### src/scc_cfg.svh
`ifndef SCC_CFG_SVH
`define SCC_CFG_SVH
// register indices; byte address is four times the index
`define SCC_IDX_MASTER_CTRL 8'h05
`define SCC_IDX_TX_SYNTH 8'h06
`define SCC_IDX_RX_SYNTH 8'h07
`define SCC_IDX_RX_SEC_CTRL 8'h10
`define SCC_IDX_RX_SEC_STAT 8'h11
// master control fields
`define SCC_BIT_LINE_LB 2
`define SCC_BIT_DIAG_LB 1
`define SCC_BIT_LOOP_TIMING 0
// synth control fields
`define SCC_BIT_LOCK_STATE 3
`define SCC_BIT_LOCK_IRQ_EN 1
`define SCC_BIT_REF_SEL 0
// section control fields
`define SCC_BIT_DESCR_OFF 6
`define SCC_BIT_FORCE_OOF 5
`define SCC_BIT_PARITY_EN 3
`define SCC_BIT_SIG_LOSS_EN 2
`define SCC_BIT_FRM_LOSS_EN 1
`define SCC_BIT_OOF_EN 0
// section status fields
`define SCC_BIT_PARITY_FLAG 6
`define SCC_BIT_SIG_LOSS_FLAG 5
`define SCC_BIT_FRM_LOSS_FLAG 4
`define SCC_BIT_OOF_FLAG 3
`define SCC_BIT_SIG_LOSS_ST 2
`define SCC_BIT_FRM_LOSS_ST 1
`define SCC_BIT_OOF_ST 0
// timing
`define SCC_CLK_HZ 50000000
`define SCC_LOF_TIME_US 3000
`define SCC_LOF_CYCLES ((`SCC_LOF_TIME_US * (`SCC_CLK_HZ / 1000000)) + 1)
`endif

### src/scc_pkg.sv
package scc_pkg;
  typedef enum logic [1:0] {
    SCC_CLK_REF_TX,
    SCC_CLK_REF_RX,
    SCC_CLK_RECOVERED
  } scc_tx_clk_src_t;
  typedef enum logic [1:0] {
    SCC_MUL_X8,
    SCC_MUL_X8_3RD,
    SCC_MUL_X24,
    SCC_MUL_BYPASS
  } scc_mult_t;
endpackage

### src/scc_ctrl.sv
// What this block does
// - line loopback bit routes received serial line straight to transmit serial line
// - diagnostic loopback bit feeds transmit stream back into receive path
// - loop timing off: transmit clock from transmit reference, per select, bypass, rate
// - loop timing on: receive reference, or recovered clock when recovery active
// - transmit lock-loss state shows synthesizer out of 2930 ppm of reference
// - transmit lock-loss interrupt enable makes each state change pull interrupt low
// - transmit reference select ignored in transmit bypass mode
// - transmit select 0: 19.44 MHz reference, multiply by 8 or 8/3
// - transmit select 1: 6.48 MHz reference, multiply by 24 or 8
// - receive lock-loss state: recovered clock off 2930 ppm, or no transitions 80 bits
// - receive lock-loss interrupt enable makes each state change pull interrupt low
// - receive reference select ignored in receive bypass mode
// - receive select 0: 19.44 MHz reference, divide by 8 or 8/3
// - receive select 1: 6.480 MHz reference, divide by 24 or 8
// - descrambling applied unless descramble-off bit is set
// - writing 1 to force bit declares out-of-frame at next frame boundary
// - parity error interrupt enable lets section parity errors pull interrupt low
// - signal loss interrupt enable lets loss of signal pull interrupt low
// - frame loss interrupt enable lets loss of frame pull interrupt low
// - out-of-frame interrupt enable lets out-of-frame pull interrupt low
// - parity flag bit 6 latches on parity error, clears on status read
// - signal, frame, out-of-frame flags latch on change, clear on status read
// - frame loss sets after 3 ms out of frame, clears after 3 ms in frame
`timescale 1ns/1ps
`include "scc_cfg.svh"
module scc_ctrl
  import scc_pkg::*;
#(
  parameter int LOF_CYCLES = `SCC_LOF_CYCLES
) (
  input wire logic i_sys_clk,
  input wire logic i_nrst,
  input wire logic i_psel,
  input wire logic i_penable,
  input wire logic i_pwrite,
  input wire logic [31:0] i_paddr,
  input wire logic [31:0] i_pwdata,
  output logic [31:0] o_prdata,
  output logic o_pready,
  output logic o_pslverr,
  input wire logic i_tx_pll_bypass,
  input wire logic i_rx_cdr_bypass,
  input wire logic i_line_rate_select,
  input wire logic i_rx_cdr_active,
  input wire logic i_tx_freq_off,
  input wire logic i_rx_freq_off,
  input wire logic i_rx_no_trans_80,
  input wire logic i_parity_err,
  input wire logic i_signal_loss,
  input wire logic i_oof_detect,
  input wire logic i_frame_boundary,
  output logic o_line_loopback_en,
  output logic o_diag_loopback_en,
  output logic [1:0] o_tx_clk_src,
  output logic [1:0] o_tx_mult,
  output logic [1:0] o_rx_div,
  output logic o_tx_ref_sel_eff,
  output logic o_rx_ref_sel_eff,
  output logic o_rx_descramble_en,
  output logic o_force_oof,
  output logic o_irq_n
);
  // refuse a persistence count that the counter cannot serve
  if (LOF_CYCLES < 2) begin : g_bad_lof
    $error("LOF_CYCLES too small");
  end

  localparam int CW = $clog2(LOF_CYCLES + 1);

  // reset release through two flops
  logic rst_meta_q, rst_n_q;
  always_ff @(posedge i_sys_clk or negedge i_nrst) begin
    if (!i_nrst) begin
      rst_meta_q <= 1'b0;
      rst_n_q <= 1'b0;
    end else begin
      rst_meta_q <= 1'b1;
      rst_n_q <= rst_meta_q;
    end
  end

  // pin synchronisers: first stage feeds only second stage
  localparam int NS = 11;
  logic [NS-1:0] pin_meta_q, pin_q;
  wire logic [NS-1:0] pins = {i_tx_pll_bypass, i_rx_cdr_bypass, i_line_rate_select,
    i_rx_cdr_active, i_tx_freq_off, i_rx_freq_off, i_rx_no_trans_80, i_parity_err,
    i_signal_loss, i_oof_detect, i_frame_boundary};
  always_ff @(posedge i_sys_clk or negedge rst_n_q) begin
    if (!rst_n_q) begin
      pin_meta_q <= '0;
      pin_q <= '0;
    end else begin
      pin_meta_q <= pins;
      pin_q <= pin_meta_q;
    end
  end
  wire logic tx_pll_bypass = pin_q[10];
  wire logic rx_cdr_bypass = pin_q[9];
  wire logic rate_hi = pin_q[8];
  wire logic cdr_act = pin_q[7];
  wire logic tx_off = pin_q[6];
  wire logic rx_off = pin_q[5];
  wire logic rx_notr = pin_q[4];
  wire logic bip_err = pin_q[3];
  wire logic los_in = pin_q[2];
  wire logic oof_in = pin_q[1];
  wire logic frm_bnd = pin_q[0];

  // register index of a byte address, or ff when misaligned/out of range
  function automatic logic [7:0] reg_idx(input logic [31:0] addr);
    if (addr[1:0] != 2'b00 || addr[31:10] != '0) reg_idx = 8'hff;
    else reg_idx = addr[9:2];
  endfunction

  wire logic [7:0] idx = reg_idx(i_paddr);
  wire logic acc = i_psel && i_penable && !o_pready;
  wire logic wr = acc && i_pwrite;
  wire logic rd = acc && !i_pwrite;
  wire logic stat_rd = rd && idx == `SCC_IDX_RX_SEC_STAT;

  // control registers
  logic lle_q, dle_q, loop_timing_en_q, tx_irq_en_q, tx_sel_q, rx_irq_en_q, rx_sel_q;
  logic dds_q, bip_en_q, los_en_q, lof_en_q, oof_en_q;
  always_ff @(posedge i_sys_clk or negedge rst_n_q) begin
    if (!rst_n_q) begin
      {lle_q, dle_q, loop_timing_en_q} <= 3'h0;
      {tx_irq_en_q, tx_sel_q, rx_irq_en_q, rx_sel_q} <= 4'h0;
      {dds_q, bip_en_q, los_en_q, lof_en_q, oof_en_q} <= 5'h00;
    end else if (wr) begin
      if (idx == `SCC_IDX_MASTER_CTRL) begin
        lle_q <= i_pwdata[`SCC_BIT_LINE_LB];
        dle_q <= i_pwdata[`SCC_BIT_DIAG_LB];
        loop_timing_en_q <= i_pwdata[`SCC_BIT_LOOP_TIMING];
      end else if (idx == `SCC_IDX_TX_SYNTH) begin
        tx_irq_en_q <= i_pwdata[`SCC_BIT_LOCK_IRQ_EN];
        tx_sel_q <= i_pwdata[`SCC_BIT_REF_SEL];
      end else if (idx == `SCC_IDX_RX_SYNTH) begin
        rx_irq_en_q <= i_pwdata[`SCC_BIT_LOCK_IRQ_EN];
        rx_sel_q <= i_pwdata[`SCC_BIT_REF_SEL];
      end else if (idx == `SCC_IDX_RX_SEC_CTRL) begin
        dds_q <= i_pwdata[`SCC_BIT_DESCR_OFF];
        bip_en_q <= i_pwdata[`SCC_BIT_PARITY_EN];
        los_en_q <= i_pwdata[`SCC_BIT_SIG_LOSS_EN];
        lof_en_q <= i_pwdata[`SCC_BIT_FRM_LOSS_EN];
        oof_en_q <= i_pwdata[`SCC_BIT_OOF_EN];
      end
    end
  end

  // force out-of-frame: armed by write of 1, fired at next frame boundary
  logic force_out_of_frame_arm_q, force_oof_q;
  always_ff @(posedge i_sys_clk or negedge rst_n_q) begin
    if (!rst_n_q) begin
      force_out_of_frame_arm_q <= 1'b0;
      force_oof_q <= 1'b0;
    end else begin
      force_oof_q <= force_out_of_frame_arm_q && frm_bnd;
      if (wr && idx == `SCC_IDX_RX_SEC_CTRL && i_pwdata[`SCC_BIT_FORCE_OOF])
        force_out_of_frame_arm_q <= 1'b1;
      else if (frm_bnd) force_out_of_frame_arm_q <= 1'b0;
    end
  end

  // out-of-frame state: detector or forced
  logic oof_q;
  always_ff @(posedge i_sys_clk or negedge rst_n_q) begin
    if (!rst_n_q) oof_q <= 1'b0;
    else if (force_oof_q) oof_q <= 1'b1;
    else oof_q <= oof_in;
  end

  // loss of frame with 3 ms persistence each way
  logic lof_q;
  logic [CW-1:0] lof_cnt_q;
  always_ff @(posedge i_sys_clk or negedge rst_n_q) begin
    if (!rst_n_q) begin
      lof_q <= 1'b0;
      lof_cnt_q <= '0;
    end else if (oof_q == lof_q) begin
      lof_cnt_q <= '0;
    end else if (lof_cnt_q == CW'(LOF_CYCLES - 1)) begin
      lof_q <= ~lof_q;
      lof_cnt_q <= '0;
    end else begin
      lof_cnt_q <= lof_cnt_q + CW'(1);
    end
  end
  // frame loss never moves before the full persistence count
  a_lof_early: assert property (@(posedge i_sys_clk) disable iff (!rst_n_q)
    (lof_cnt_q != CW'(LOF_CYCLES - 1)) |=> $stable(lof_q))
    else $error("frame loss moved early");

  // lock-loss and signal-loss states
  logic tx_ool_q, rx_ool_q, los_q;
  always_ff @(posedge i_sys_clk or negedge rst_n_q) begin
    if (!rst_n_q) begin
      tx_ool_q <= 1'b0;
      rx_ool_q <= 1'b0;
      los_q <= 1'b0;
    end else begin
      tx_ool_q <= tx_off;
      rx_ool_q <= rx_off || rx_notr;
      los_q <= los_in;
    end
  end
  // lock-loss states follow their comparator inputs
  a_tx_ool_set: assert property (@(posedge i_sys_clk) disable iff (!rst_n_q)
    tx_off |=> tx_ool_q)
    else $error("tx lock loss missed");
  a_tx_ool_clr: assert property (@(posedge i_sys_clk) disable iff (!rst_n_q)
    !tx_off |=> !tx_ool_q)
    else $error("tx lock loss stuck");
  a_rx_ool_clr: assert property (@(posedge i_sys_clk) disable iff (!rst_n_q)
    (!rx_off && !rx_notr) |=> !rx_ool_q)
    else $error("rx lock loss stuck");

  // sticky event flags: set wins over read clear
  logic tx_fl_q, rx_fl_q, bip_fl_q, los_fl_q, lof_fl_q, oof_fl_q;
  logic tx_ool_d1_q, rx_ool_d1_q, los_d1_q, lof_d1_q, oof_d1_q;
  wire logic tx_chg = tx_ool_q ^ tx_ool_d1_q;
  wire logic rx_chg = rx_ool_q ^ rx_ool_d1_q;
  wire logic los_chg = los_q ^ los_d1_q;
  wire logic lof_chg = lof_q ^ lof_d1_q;
  wire logic oof_chg = oof_q ^ oof_d1_q;
  always_ff @(posedge i_sys_clk or negedge rst_n_q) begin
    if (!rst_n_q) begin
      {tx_ool_d1_q, rx_ool_d1_q, los_d1_q, lof_d1_q, oof_d1_q} <= 5'h00;
      {tx_fl_q, rx_fl_q} <= 2'h0;
      {bip_fl_q, los_fl_q, lof_fl_q, oof_fl_q} <= 4'h0;
    end else begin
      {tx_ool_d1_q, rx_ool_d1_q, los_d1_q, lof_d1_q, oof_d1_q} <=
        {tx_ool_q, rx_ool_q, los_q, lof_q, oof_q};
      tx_fl_q <= tx_chg || (tx_fl_q && !(rd && idx == `SCC_IDX_TX_SYNTH));
      rx_fl_q <= rx_chg || (rx_fl_q && !(rd && idx == `SCC_IDX_RX_SYNTH));
      bip_fl_q <= bip_err || (bip_fl_q && !stat_rd);
      los_fl_q <= los_chg || (los_fl_q && !stat_rd);
      lof_fl_q <= lof_chg || (lof_fl_q && !stat_rd);
      oof_fl_q <= oof_chg || (oof_fl_q && !stat_rd);
    end
  end
  // every state change leaves its flag set
  a_tx_chg_flag: assert property (@(posedge i_sys_clk) disable iff (!rst_n_q)
    tx_chg |=> tx_fl_q)
    else $error("tx lock change flag missed");
  a_rx_chg_flag: assert property (@(posedge i_sys_clk) disable iff (!rst_n_q)
    rx_chg |=> rx_fl_q)
    else $error("rx lock change flag missed");
  a_oof_change: assert property (@(posedge i_sys_clk) disable iff (!rst_n_q)
    $changed(oof_q) |=> oof_fl_q)
    else $error("out-of-frame flag missed");

  // interrupt pin, low while any enabled flag is set
  wire logic irq_any = (tx_fl_q && tx_irq_en_q) || (rx_fl_q && rx_irq_en_q)
    || (bip_fl_q && bip_en_q) || (los_fl_q && los_en_q)
    || (lof_fl_q && lof_en_q) || (oof_fl_q && oof_en_q);
  always_ff @(posedge i_sys_clk or negedge rst_n_q) begin
    if (!rst_n_q) o_irq_n <= 1'b1;
    else o_irq_n <= !irq_any;
  end
  // with every enable off the pin stays released
  a_irq_masked: assert property (@(posedge i_sys_clk) disable iff (!rst_n_q)
    (!tx_irq_en_q && !rx_irq_en_q && !bip_en_q && !los_en_q && !lof_en_q && !oof_en_q) |=> o_irq_n)
    else $error("irq low with all enables off");

  // clock source and synthesizer setting
  always_ff @(posedge i_sys_clk or negedge rst_n_q) begin
    if (!rst_n_q) begin
      o_tx_clk_src <= SCC_CLK_REF_TX;
      o_tx_mult <= SCC_MUL_X8;
      o_rx_div <= SCC_MUL_X8;
      o_tx_ref_sel_eff <= 1'b0;
      o_rx_ref_sel_eff <= 1'b0;
    end else begin
      if (!loop_timing_en_q) o_tx_clk_src <= SCC_CLK_REF_TX;
      else if (cdr_act) o_tx_clk_src <= SCC_CLK_RECOVERED;
      else o_tx_clk_src <= SCC_CLK_REF_RX;
      o_tx_ref_sel_eff <= tx_pll_bypass ? 1'b0 : tx_sel_q;
      o_rx_ref_sel_eff <= rx_cdr_bypass ? 1'b0 : rx_sel_q;
      if (tx_pll_bypass) o_tx_mult <= SCC_MUL_BYPASS;
      else if (!tx_sel_q) o_tx_mult <= rate_hi ? SCC_MUL_X8 : SCC_MUL_X8_3RD;
      else o_tx_mult <= rate_hi ? SCC_MUL_X24 : SCC_MUL_X8;
      if (rx_cdr_bypass) o_rx_div <= SCC_MUL_BYPASS;
      else if (!rx_sel_q) o_rx_div <= rate_hi ? SCC_MUL_X8 : SCC_MUL_X8_3RD;
      else o_rx_div <= rate_hi ? SCC_MUL_X24 : SCC_MUL_X8;
    end
  end
  // bypass, loop timing and rate settings reach the clock outputs
  a_tx_bypass: assert property (@(posedge i_sys_clk) disable iff (!rst_n_q)
    tx_pll_bypass |=> (o_tx_mult == SCC_MUL_BYPASS && !o_tx_ref_sel_eff))
    else $error("tx bypass not honoured");
  a_rx_bypass: assert property (@(posedge i_sys_clk) disable iff (!rst_n_q)
    rx_cdr_bypass |=> (o_rx_div == SCC_MUL_BYPASS && !o_rx_ref_sel_eff))
    else $error("rx bypass not honoured");
  a_loop_recovered: assert property (@(posedge i_sys_clk) disable iff (!rst_n_q)
    (loop_timing_en_q && cdr_act) |=> o_tx_clk_src == SCC_CLK_RECOVERED)
    else $error("loop timing source wrong");
  a_tx_low_rate: assert property (@(posedge i_sys_clk) disable iff (!rst_n_q)
    (!tx_pll_bypass && !tx_sel_q && !rate_hi) |=> o_tx_mult == SCC_MUL_X8_3RD)
    else $error("tx low rate multiplier wrong");
  a_tx_sel_high: assert property (@(posedge i_sys_clk) disable iff (!rst_n_q)
    (!tx_pll_bypass && tx_sel_q && rate_hi) |=> o_tx_mult == SCC_MUL_X24)
    else $error("tx high rate multiplier wrong");
  a_rx_low_rate: assert property (@(posedge i_sys_clk) disable iff (!rst_n_q)
    (!rx_cdr_bypass && !rx_sel_q && !rate_hi) |=> o_rx_div == SCC_MUL_X8_3RD)
    else $error("rx low rate divisor wrong");
  a_rx_sel_high: assert property (@(posedge i_sys_clk) disable iff (!rst_n_q)
    (!rx_cdr_bypass && rx_sel_q && rate_hi) |=> o_rx_div == SCC_MUL_X24)
    else $error("rx high rate divisor wrong");

  // datapath controls
  always_ff @(posedge i_sys_clk or negedge rst_n_q) begin
    if (!rst_n_q) begin
      o_line_loopback_en <= 1'b0;
      o_diag_loopback_en <= 1'b0;
      o_rx_descramble_en <= 1'b1;
      o_force_oof <= 1'b0;
    end else begin
      o_line_loopback_en <= lle_q;
      o_diag_loopback_en <= dle_q;
      o_rx_descramble_en <= !dds_q;
      o_force_oof <= force_oof_q;
    end
  end
  // control bits reach the datapath one cycle later
  a_line_loop: assert property (@(posedge i_sys_clk) disable iff (!rst_n_q)
    lle_q |=> o_line_loopback_en)
    else $error("line loopback not applied");
  a_diag_loop: assert property (@(posedge i_sys_clk) disable iff (!rst_n_q)
    dle_q |=> o_diag_loopback_en)
    else $error("diagnostic loopback not applied");
  a_descr_off: assert property (@(posedge i_sys_clk) disable iff (!rst_n_q)
    dds_q |=> !o_rx_descramble_en)
    else $error("descrambling not turned off");
  a_descr_on: assert property (@(posedge i_sys_clk) disable iff (!rst_n_q)
    !dds_q |=> o_rx_descramble_en)
    else $error("descrambling not applied");

  // apb answer: one wait state, read data muxed by index
  logic [7:0] rdata;
  always_comb begin
    rdata = 8'h00;
    if (idx == `SCC_IDX_MASTER_CTRL) rdata = {5'h00, lle_q, dle_q, loop_timing_en_q};
    else if (idx == `SCC_IDX_TX_SYNTH) rdata = {4'h0, tx_ool_q, 1'b0, tx_irq_en_q, tx_sel_q};
    else if (idx == `SCC_IDX_RX_SYNTH) rdata = {4'h0, rx_ool_q, 1'b0, rx_irq_en_q, rx_sel_q};
    else if (idx == `SCC_IDX_RX_SEC_CTRL)
      rdata = {1'b0, dds_q, 2'b00, bip_en_q, los_en_q, lof_en_q, oof_en_q};
    else if (idx == `SCC_IDX_RX_SEC_STAT)
      rdata = {1'b0, bip_fl_q, los_fl_q, lof_fl_q, oof_fl_q, los_q, lof_q, oof_q};
  end
  wire logic mapped = idx == `SCC_IDX_MASTER_CTRL || idx == `SCC_IDX_TX_SYNTH ||
    idx == `SCC_IDX_RX_SYNTH || idx == `SCC_IDX_RX_SEC_CTRL || idx == `SCC_IDX_RX_SEC_STAT;
  always_ff @(posedge i_sys_clk or negedge rst_n_q) begin
    if (!rst_n_q) begin
      o_pready <= 1'b0;
      o_pslverr <= 1'b0;
      o_prdata <= 32'h0000_0000;
    end else begin
      o_pready <= acc;
      o_pslverr <= acc && !mapped;
      o_prdata <= rd ? {24'h00_0000, rdata} : 32'h0000_0000;
    end
  end

  // checks
  a_irq_follows_flag: assert property (@(posedge i_sys_clk) disable iff (!rst_n_q)
    (bip_fl_q && bip_en_q) |=> !o_irq_n) else $error("irq not low for parity flag");
  a_bip_latch: assert property (@(posedge i_sys_clk) disable iff (!rst_n_q)
    bip_err |=> bip_fl_q) else $error("parity flag not latched");
  a_stat_clear: assert property (@(posedge i_sys_clk) disable iff (!rst_n_q)
    (stat_rd && !bip_err) |=> !bip_fl_q) else $error("parity flag not cleared");
  a_los_change: assert property (@(posedge i_sys_clk) disable iff (!rst_n_q)
    $changed(los_q) |=> los_fl_q) else $error("signal flag missed");
  a_lof_hold: assert property (@(posedge i_sys_clk) disable iff (!rst_n_q)
    $rose(lof_q) |-> $past(oof_q)) else $error("frame loss without oof");
  a_tx_src: assert property (@(posedge i_sys_clk) disable iff (!rst_n_q)
    !loop_timing_en_q |=> o_tx_clk_src == SCC_CLK_REF_TX) else $error("tx source wrong");
  a_rx_ool: assert property (@(posedge i_sys_clk) disable iff (!rst_n_q)
    rx_notr |=> rx_ool_q) else $error("rx lock loss missed");
  a_force_out_of_frame_fire: assert property (@(posedge i_sys_clk) disable iff (!rst_n_q)
    (force_out_of_frame_arm_q && frm_bnd) |=> ##1 oof_q) else $error("forced oof missing");
  a_irq_quiet: assert property (@(posedge i_sys_clk) disable iff (!rst_n_q)
    !irq_any |=> o_irq_n) else $error("irq low with no flag");
endmodule // scc_ctrl

### config.mk
export PLATFORM = sky130hd
export DESIGN_NAME = scc_ctrl
export DESIGN_NICKNAME = d
export VERILOG_FILES = /design/src/scc_pkg.sv /design/src/scc_ctrl.sv
export VERILOG_INCLUDE_DIRS = /design/src
export SDC_FILE = /design/constraint.sdc
export NUM_CORES = 1
export LEC_CHECK = 0
export BUFFER_PORTS_ARGS = -buffer_cell sky130_fd_sc_hd__buf_4
export CAP_MARGIN = 20
export CORE_MARGIN = 2
export CORE_UTILIZATION = 54
export DETAILED_ROUTE_END_ITERATION = 10
export PLACE_DENSITY = 0.83
export RECOVER_POWER = 50
export SKIP_LAST_GASP = 1
export SLEW_MARGIN = 10
export SYNTH_ARGS = -nofsm -noshare
export SYNTH_HDL_FRONTEND = slang
export SYNTH_SLANG_ARGS = --single-unit
### constraint.sdc
create_clock -name i_sys_clk -period 8.99 [get_ports i_sys_clk]
set_input_delay 1.798 -clock i_sys_clk [delete_from_list [all_inputs] [get_ports i_sys_clk]]
set_output_delay 1.798 -clock i_sys_clk [all_outputs]
set_load 0.05 [all_outputs]
==> flow_summary_export.csv, run 1 <==
group,metric,value,unit
worst_setup_path,reg2reg_to,"o_prdata[4]$_DFF_PN0_",
sta,report.final.slew_viol_count,95,
worst_setup_path,path_cells,"clkbuf_1",
power_and_ir_drop,swShare,25.19,%
layout,n_fill_cell,532,
synth,netlist_instances,321,
clock_network,postCtsSetupRepairBufs,0,
grt,grt_start_max_net_pins,93,
clock_network,root_buffer,"clkbuf_8",
worst_hold_path,hold_start,"pin_meta_q[1]$_DFF_PN0_",
power_and_ir_drop,intPower,0.0006171,W
layout,post-route-cell-area,4627,um^2
run_status,status,"complete, but fails checks",
power_and_ir_drop,power.share.sequential,53.5,%
power_and_ir_drop,irDropWorstVdd,0.1542,mV
worst_setup_path,critPathSlowestCell,"clkbuf_1",
placement,detailed_place.area,4400,um^2
worst_setup_path,worstRegToRegCells,1,
sta,period_share,40.84,%
clock_network,holdBufCountCts,0,
placement,portBuffers,75,
worst_setup_path,regToRegStartpoint,"rst_n_q$_DFF_PN0_",
clock_network,insertion_delay,0.35,ns
synth,ys_types,48,
detailed_routing,wire_per_inst,13.74,um
detailed_routing,drt_wl_total,6.911,mm
floorplanning,core_area,6832,um^2
synth,synthFlopType,"dfrtp_1",
power_and_ir_drop,leakagePower,2.192,nW
flow_run,cap_viol_max_count,2,
floorplanning,fp-row-count,30,
synth,synthArstFlopShare,100.0,%
run_status,violations,"max-capacitance violations, max-slew violations",
worst_hold_path,hold-path-endpoint,"pin_q[1]$_DFF_PN0_",
detailed_routing,dr.pass1.iters,4,
floorplanning,die_area,7782,um^2
layout,drive_gt1_share,27.76,%
grt,grt.overflow.total,0,
clock_network,cts_inserted_buffers,9,
sta,setup_tns,0,ns
worst_hold_path,min_path_type,"reg -> reg",
power_and_ir_drop,p_switching,0.0002078,W
worst_setup_path,cpPeakStageDelay,1.72,ns
detailed_routing,drt_iter0_markers,143,
worst_setup_path,worstPathRequired,8.99,ns
clock_network,h-tree-depth,3,
sta,worst_pin_slew,2.307,ns
synth,synth_warnings,0,
layout,multi_input_area,1299,um^2
worst_setup_path,path_delay_family,"buffers and inverters",
floorplanning,io_pins,127,
clock_network,cts_tree,"built",
synth,synth.largest_area_cell,"dfrtp_1",
layout,final_nets,484,
placement,gp_congestion,0.8926,
clock_network,clock_path_buffers,2,
sta,fin_worst_skew,0.006061,ns
clock_network,cts.repair.resized,0,
placement,dpl.hpwl,4.932,mm
sta,min_period,3.671,ns
synth,synth_area_leaders,"dfrtp_1, buf_4, xnor2_1, nor2_1, mux2_2",
worst_setup_path,end_kind,"async pin",
sta,max_freq,272.4,MHz
synth,yosysSeqAreaShare,61.48,%
grt,grt_util_all_layers,18.83,%
worst_setup_path,worstPathBufferInverterCount,1,
clock_network,clkTransAtPathRegs,0.09,ns
sta,grt_setup_unrepaired,"no",
power_and_ir_drop,clkPwrFrac,38.0,%
grt,grt_pass1_wl,11.14,mm
synth,synth-edff-count,0,
synth,synth_top_area_share,60.11,%
worst_setup_path,cp_max_fo,47,
power_and_ir_drop,power_density,178.3,nW/um^2
worst_setup_path,crit_type,"reg -> async",
sta,hold_violations,0,
sta,relSlewSlack,-53.78,%
power_and_ir_drop,p_comb_share,8.5,%
floorplanning,initial_core_util,56.06,%
worst_setup_path,rrSetupSlack,5.32,ns
sta,fin_hold_ws,0.3532,ns
floorplanning,die_y,88.22,um
floorplanning,die_x,88.22,um
layout,regArea,2355,um^2
power_and_ir_drop,p_total,0.0008249,W
detailed_routing,viasPerCell,5.050,
layout,syn2layout_area_growth,20.81,%
synth,syn-mean-instance-area,11.93,um^2
synth,syn-cell-area,3830,um^2
grt,grt_pass1_vias,2412,
detailed_routing,vias,2540,
detailed_routing,postRouteAntennaNets,0,
sta,setup_viol,0,
detailed_routing,drc,0,
synth,synth.ff_latch_count,94,
worst_setup_path,cp.arrival,3.67,ns
grt,antenna_found_initial,0,
worst_setup_path,cp-start-kind,"flip-flop",
layout,antennaDiodeCount,0,
clock_network,cts.sinks,94,
worst_hold_path,holdPathStages,0,
[final cells by class]
cell class              instances  share of cell area, %
inverters                      13                  1.055
clock inverters                 7                  2.217
clock buffers                   9                  2.677
flip-flops and latches         94                  50.89
multi-input cells             207                  28.07
repair buffers                 77                  12.49
well taps                      96                  2.596
[state kept, by name, indices dropped and copies added (netlist names), 2 cells and up]
signal,flops
pin_q,11
o_rx_div,2
pin_meta_q,11
lof_cnt_q,18
o_prdata,7
o_tx_clk_src,2
o_tx_mult,2
[synth_stat cells (all sizes together) (6+ instances only)]
master  instances
dfrtp          92
nor2           28
buf            26
nand2          20
xnor2          14
inv            13
mux2           13
nor4           13
nand3          10
nor2b           8
xor2            7
a21o            6
a21oi           6
nor3            6
o21ai           6
[through the flow]
step	std cells	worst slack (ns)	util (%)
floorplan	345	5.478	-
detailed placement	486	5.254	64.41
global route	503	4.459	67.73
global placement	485	5.285	64.25
finish	503	5.319	67.73
CTS	502	5.638	67.73
[cells in the final DEF (no fill, tap or decap), types with 3 or more instances in the layout]
cell type  synthesis  routed
a21o_1             6       6
a21oi_1            6       6
a22oi_1            3       3
buf_4             25      75
clkbuf_8           0       9
conb_1             2      26
dfrtp_1           92      92
inv_1             13      13
inv_6              0       3
mux2_2             8       8
mux2_4             5       5
nand2_1           19      19
nand2b_1           3       3
nand3_1           10      10
nand4_1            4       4
nor2_1            28      28
nor2b_1            8       8
nor3_1             6       6
nor4_1            12      12
o21ai_0            5       5
xnor2_1           14      14
xor2_1             7       7
[routing by layer]
metal	GRT usage, %	vias to the layer above	routed length, um
li1	-	1204	-
met1	24.81	1231	2871
met2	30.69	98	3505
met3	3.451	7	457
met4	8.678	0	77
met5	0	-	0
[worst max path at each step]
| stage | endpoint | cells after the start | start | slack (ns) |
|---|---|---|---|---|
| after global placement | los_en_q$_DFFE_PN0P_ | 6 | i_paddr[20] | 5.29 |
| after global routing | lle_q$_DFFE_PN0P_ | 1 | rst_n_q$_DFF_PN0_ | 4.46 |
| final | o_prdata[4]$_DFF_PN0_ | 1 | rst_n_q$_DFF_PN0_ | 5.32 |
| after detailed placement | loop_timing_en_q$_DFFE_PN0P_ | 6 | i_paddr[5] | 5.25 |
| after floorplan | bip_en_q$_DFFE_PN0P_ | 6 | i_paddr[27] | 5.48 |
| after CTS | lle_q$_DFFE_PN0P_ | 6 | i_paddr[5] | 5.64 |
[power groups by stage]
stage,combinational [W],sequential (W),clock (W)
2_1_floorplan,0.0000447,0.000456,0
3_3_place_gp,0.0000649,0.000453,0
3_5_place_dp,0.0000666,0.000454,0
4_1_cts,0.0000668,0.000446,0.000323
5_1_grt,0.0000760,0.000443,0.000339
6_report,0.0000703,0.000441,0.000313
[kinds of logic (layout without fill, tap and decap cells)]
group	Yosys count	after routing	share of synthesized area (%)
xor gates and xnor gates	21	21	4.802
adders and majority gates	2	2	0.6533
muxes	15	15	4.835
DFF	94	94	61.48
and+or+nand+nor	110	110	15.35
buffers and inverters	44	106	6.959
AOI/OAI and AO/OA	33	33	5.717
other	2	26	0.1961
No activity file was read; power rests on OpenSTA's default activity.
==> run 2: changes to the inputs <==
--- a/config.mk
+++ b/config.mk
@@ -6,12 +6,13 @@
 export SDC_FILE = /design/constraint.sdc
 export NUM_CORES = 1
 export LEC_CHECK = 0
+export ABC_AREA = 1
 export BUFFER_PORTS_ARGS = -buffer_cell sky130_fd_sc_hd__buf_4
 export CAP_MARGIN = 20
 export CORE_MARGIN = 2
-export CORE_UTILIZATION = 54
+export CORE_UTILIZATION = 51
 export DETAILED_ROUTE_END_ITERATION = 10
-export PLACE_DENSITY = 0.83
+export PLACE_DENSITY = 0.78
 export RECOVER_POWER = 50
 export SKIP_LAST_GASP = 1
 export SLEW_MARGIN = 10
==> constraint.sdc (replaced) <==
create_clock -name i_sys_clk -period 3.59 [get_ports i_sys_clk]
set_input_delay 0.718 -clock i_sys_clk [delete_from_list [all_inputs] [get_ports i_sys_clk]]
set_output_delay 0.718 -clock i_sys_clk [all_outputs]
set_load 0.05 [all_outputs]
==> flow_summary_export.csv, run 2 <==
group,metric,value,unit
floorplanning,initial_core_util,52.37,%
power_and_ir_drop,swShare,26.76,%
layout,instances_no_fill,597,
flow_run,cap_viol_max_count,1,
run_status,status,"complete, but fails checks",
synth,synthFlopType,"dfrtp_1",
layout,reg_top3,"lof_cnt_q x18, pin_meta_q x11, pin_q x11",
power_and_ir_drop,power.share.sequential,57.3,%
synth,synth.ff_latch_count,94,
synth,syn-mean-instance-area,9.914,um^2
grt,grt_util_all_layers,18.85,%
layout,final_nets,572,
layout,final_cell_mix,"dfrtp_1, buf_4, nand2_1, inv_1, nor2_1",
worst_setup_path,cpPeakStageDelay,1.24,ns
floorplanning,die_x,92.62,um
synth,netlist_instances,404,
worst_setup_path,path_delay_family,"buffers and inverters",
placement,gp_congestion,0.9609,
synth,yosysSeqAreaShare,58.79,%
detailed_routing,drc,0,
sta,worst_pin_slew,1.542,ns
floorplanning,io_pins,127,
worst_setup_path,worstPathRequired,3.79,ns
clock_network,postCtsSetupRepairBufs,0,
worst_setup_path,end_kind,"async pin",
floorplanning,die_area,8578,um^2
layout,layout_commonest_cell,"dfrtp_1",
clock_network,cts_tree,"built",
power_and_ir_drop,p_comb_share,9.1,%
clock_network,h-tree-depth,3,
worst_setup_path,cp.arrival,2.39,ns
synth,synth_warnings,0,
detailed_routing,dr.pass1.iters,4,
layout,regMostFlops,"lof_cnt_q",
synth,synth_top_area_share,57.48,%
floorplanning,fp-row-count,32,
sta,setup_viol,0,
worst_setup_path,reg2reg_to,"lle_q$_DFFE_PN0P_",
synth,syn-cell-area,4005,um^2
power_and_ir_drop,power_density,400.4,nW/um^2
clock_network,insertion_delay,0.36,ns
worst_setup_path,rrSetupSlack,1.41,ns
grt,antenna_found_initial,0,
sta,fin_worst_skew,0.008257,ns
synth,ys_types,38,
detailed_routing,viasPerCell,4.826,
sta,min_period,2.184,ns
sta,relSlewSlack,-2.829,%
detailed_routing,drt_iter0_markers,102,
layout,syn2layout_area_growth,19.46,%
clock_network,cts_inserted_buffers,9,
synth,netlist_top_cells_count,"dfrtp_1, nand2_1, inv_1",
run_status,violations,"max-capacitance violations, max-slew violations",
synth,synth_area_leaders,"dfrtp_1, nand2_1, buf_4, inv_1, nor2_1",
worst_setup_path,worstRegToRegCells,1,
worst_setup_path,regToRegStartpoint,"rst_n_q$_DFF_PN0_",
grt,grt_start_max_net_pins,85,
synth,yosysMostFrequentCell,"dfrtp_1",
synth,synth-edff-count,0,
worst_setup_path,path_cells,"clkbuf_2",
sta,period_share,60.85,%
clock_network,clock_path_buffers,2,
clock_network,clkTransAtPathRegs,0.09,ns
detailed_routing,drt_wl_total,7.168,mm
grt,grt_pass1_vias,2828,
sta,grt_setup_unrepaired,"no",
worst_setup_path,critPathSlowestCell,"clkbuf_2",
synth,synth.largest_area_cell,"dfrtp_1",
layout,largest_reg_flops,18,
worst_setup_path,cp_max_fo,68,
sta,max_freq,457.8,MHz
placement,post-place-cells,580,
worst_setup_path,cp-start-kind,"flip-flop",
detailed_routing,wire_per_inst,12.01,um
floorplanning,die_y,92.62,um
floorplanning,core_area,7647,um^2
power_and_ir_drop,p_total,0.001916,W
worst_setup_path,crit_type,"reg -> async",
placement,dpl.hpwl,5.403,mm
worst_hold_path,min_path_type,"in -> async",
clock_network,root_buffer,"clkbuf_8",
grt,grt_pass1_wl,12.71,mm
synth,synthArstFlopShare,100.0,%
power_and_ir_drop,leakagePower,2.374,nW
worst_setup_path,worstPathBufferInverterCount,1,
grt,grt.overflow.total,0,
detailed_routing,postRouteAntennaNets,0,
sta,setup_tns,0,ns
sta,hold_violations,0,
power_and_ir_drop,intPower,0.001403,W
placement,portBuffers,75,
power_and_ir_drop,p_switching,0.0005127,W
layout,drive_gt1_share,26.46,%
clock_network,cts.repair.resized,0,
power_and_ir_drop,irDropWorstVdd,0.2864,mV
power_and_ir_drop,clkPwrFrac,33.6,%
clock_network,cts.sinks,94,
clock_network,holdBufCountCts,0,
sta,fin_hold_ws,0.1267,ns
sta,report.final.slew_viol_count,69,
layout,antennaDiodeCount,0,
detailed_routing,vias,2881,
-- run 2: worst max path at each step --
stage / startpoint / to / slack, ns / cells past startpoint
2_1_floorplan: rst_n_q$_DFF_PN0_ / bip_en_q$_DFFE_PN0P_ / 0.78 / 0
3_3_place_gp: i_paddr[29] / oof_en_q$_DFFE_PN0P_ / 1.38 / 14
3_5_place_dp: i_paddr[29] / o_pslverr$_DFF_PN0_ / 1.28 / 9
4_1_cts: i_paddr[29] / o_prdata[5]$_DFF_PN0_ / 1.68 / 9
5_1_grt: rst_n_q$_DFF_PN0_ / o_diag_loopback_en$_DFF_PN0_ / 0.86 / 1
6_report: rst_n_q$_DFF_PN0_ / lle_q$_DFFE_PN0P_ / 1.41 / 1
-- run 2: through the flow --
stage	worst slack, ns	utilization (%)	instance area, um^2
floorplan	0.7813	-	4095
global placement	1.378	60.21	4604
detailed placement	1.282	60.21	4604
CTS	1.678	62.60	4787
global route	0.8581	62.57	4785
finish	1.406	62.57	4785
-- run 2: layer usage --
| metal | global-route usage [%] | wire [um] | share of wire, % |
|---|---|---|---|
| met5 | 0 | 0 | 0 |
| met2 | 29.50 | 3470 | 48 |
| met3 | 4.638 | 451 | 6.3 |
| met4 | 9.191 | 197 | 2.7 |
| met1 | 24.78 | 3049 | 43 |
-- run 2: cells by family after synthesis --
kind of cell / count (synthesis) / synth area share (%)
XOR/XNOR: 12 / 2.624
AO/OA/AOI/OAI: 44 / 5.967
multiplexers: 1 / 0.2811
other: 2 / 0.1875
buffers and inverters: 77 / 9.653
flip-flops: 94 / 58.79
adder cells (fa/ha/maj): 2 / 0.6247
AND/OR/NAND/NOR: 172 / 21.87
-- run 2: final cells by class --
cell class	count	area, um^2
multi-input cells	257	1354
well taps	102	127.6
clock inverters	6	55.05
flip-flops and latches	94	2355
inverters	51	193.9
fillers	614	2863
repair buffers	77	571.8
clock buffers	10	127.6
-- run 2: power by group through the flow --
stage	clock (W)	combinational, W	sequential (W)
2_1_floorplan	0	0.000110	0.00114
3_3_place_gp	0	0.000160	0.00113
3_5_place_dp	0	0.000162	0.00113
4_1_cts	0.000664	0.000162	0.00111
5_1_grt	0.000718	0.000191	0.00110
6_report	0.000643	0.000174	0.00110
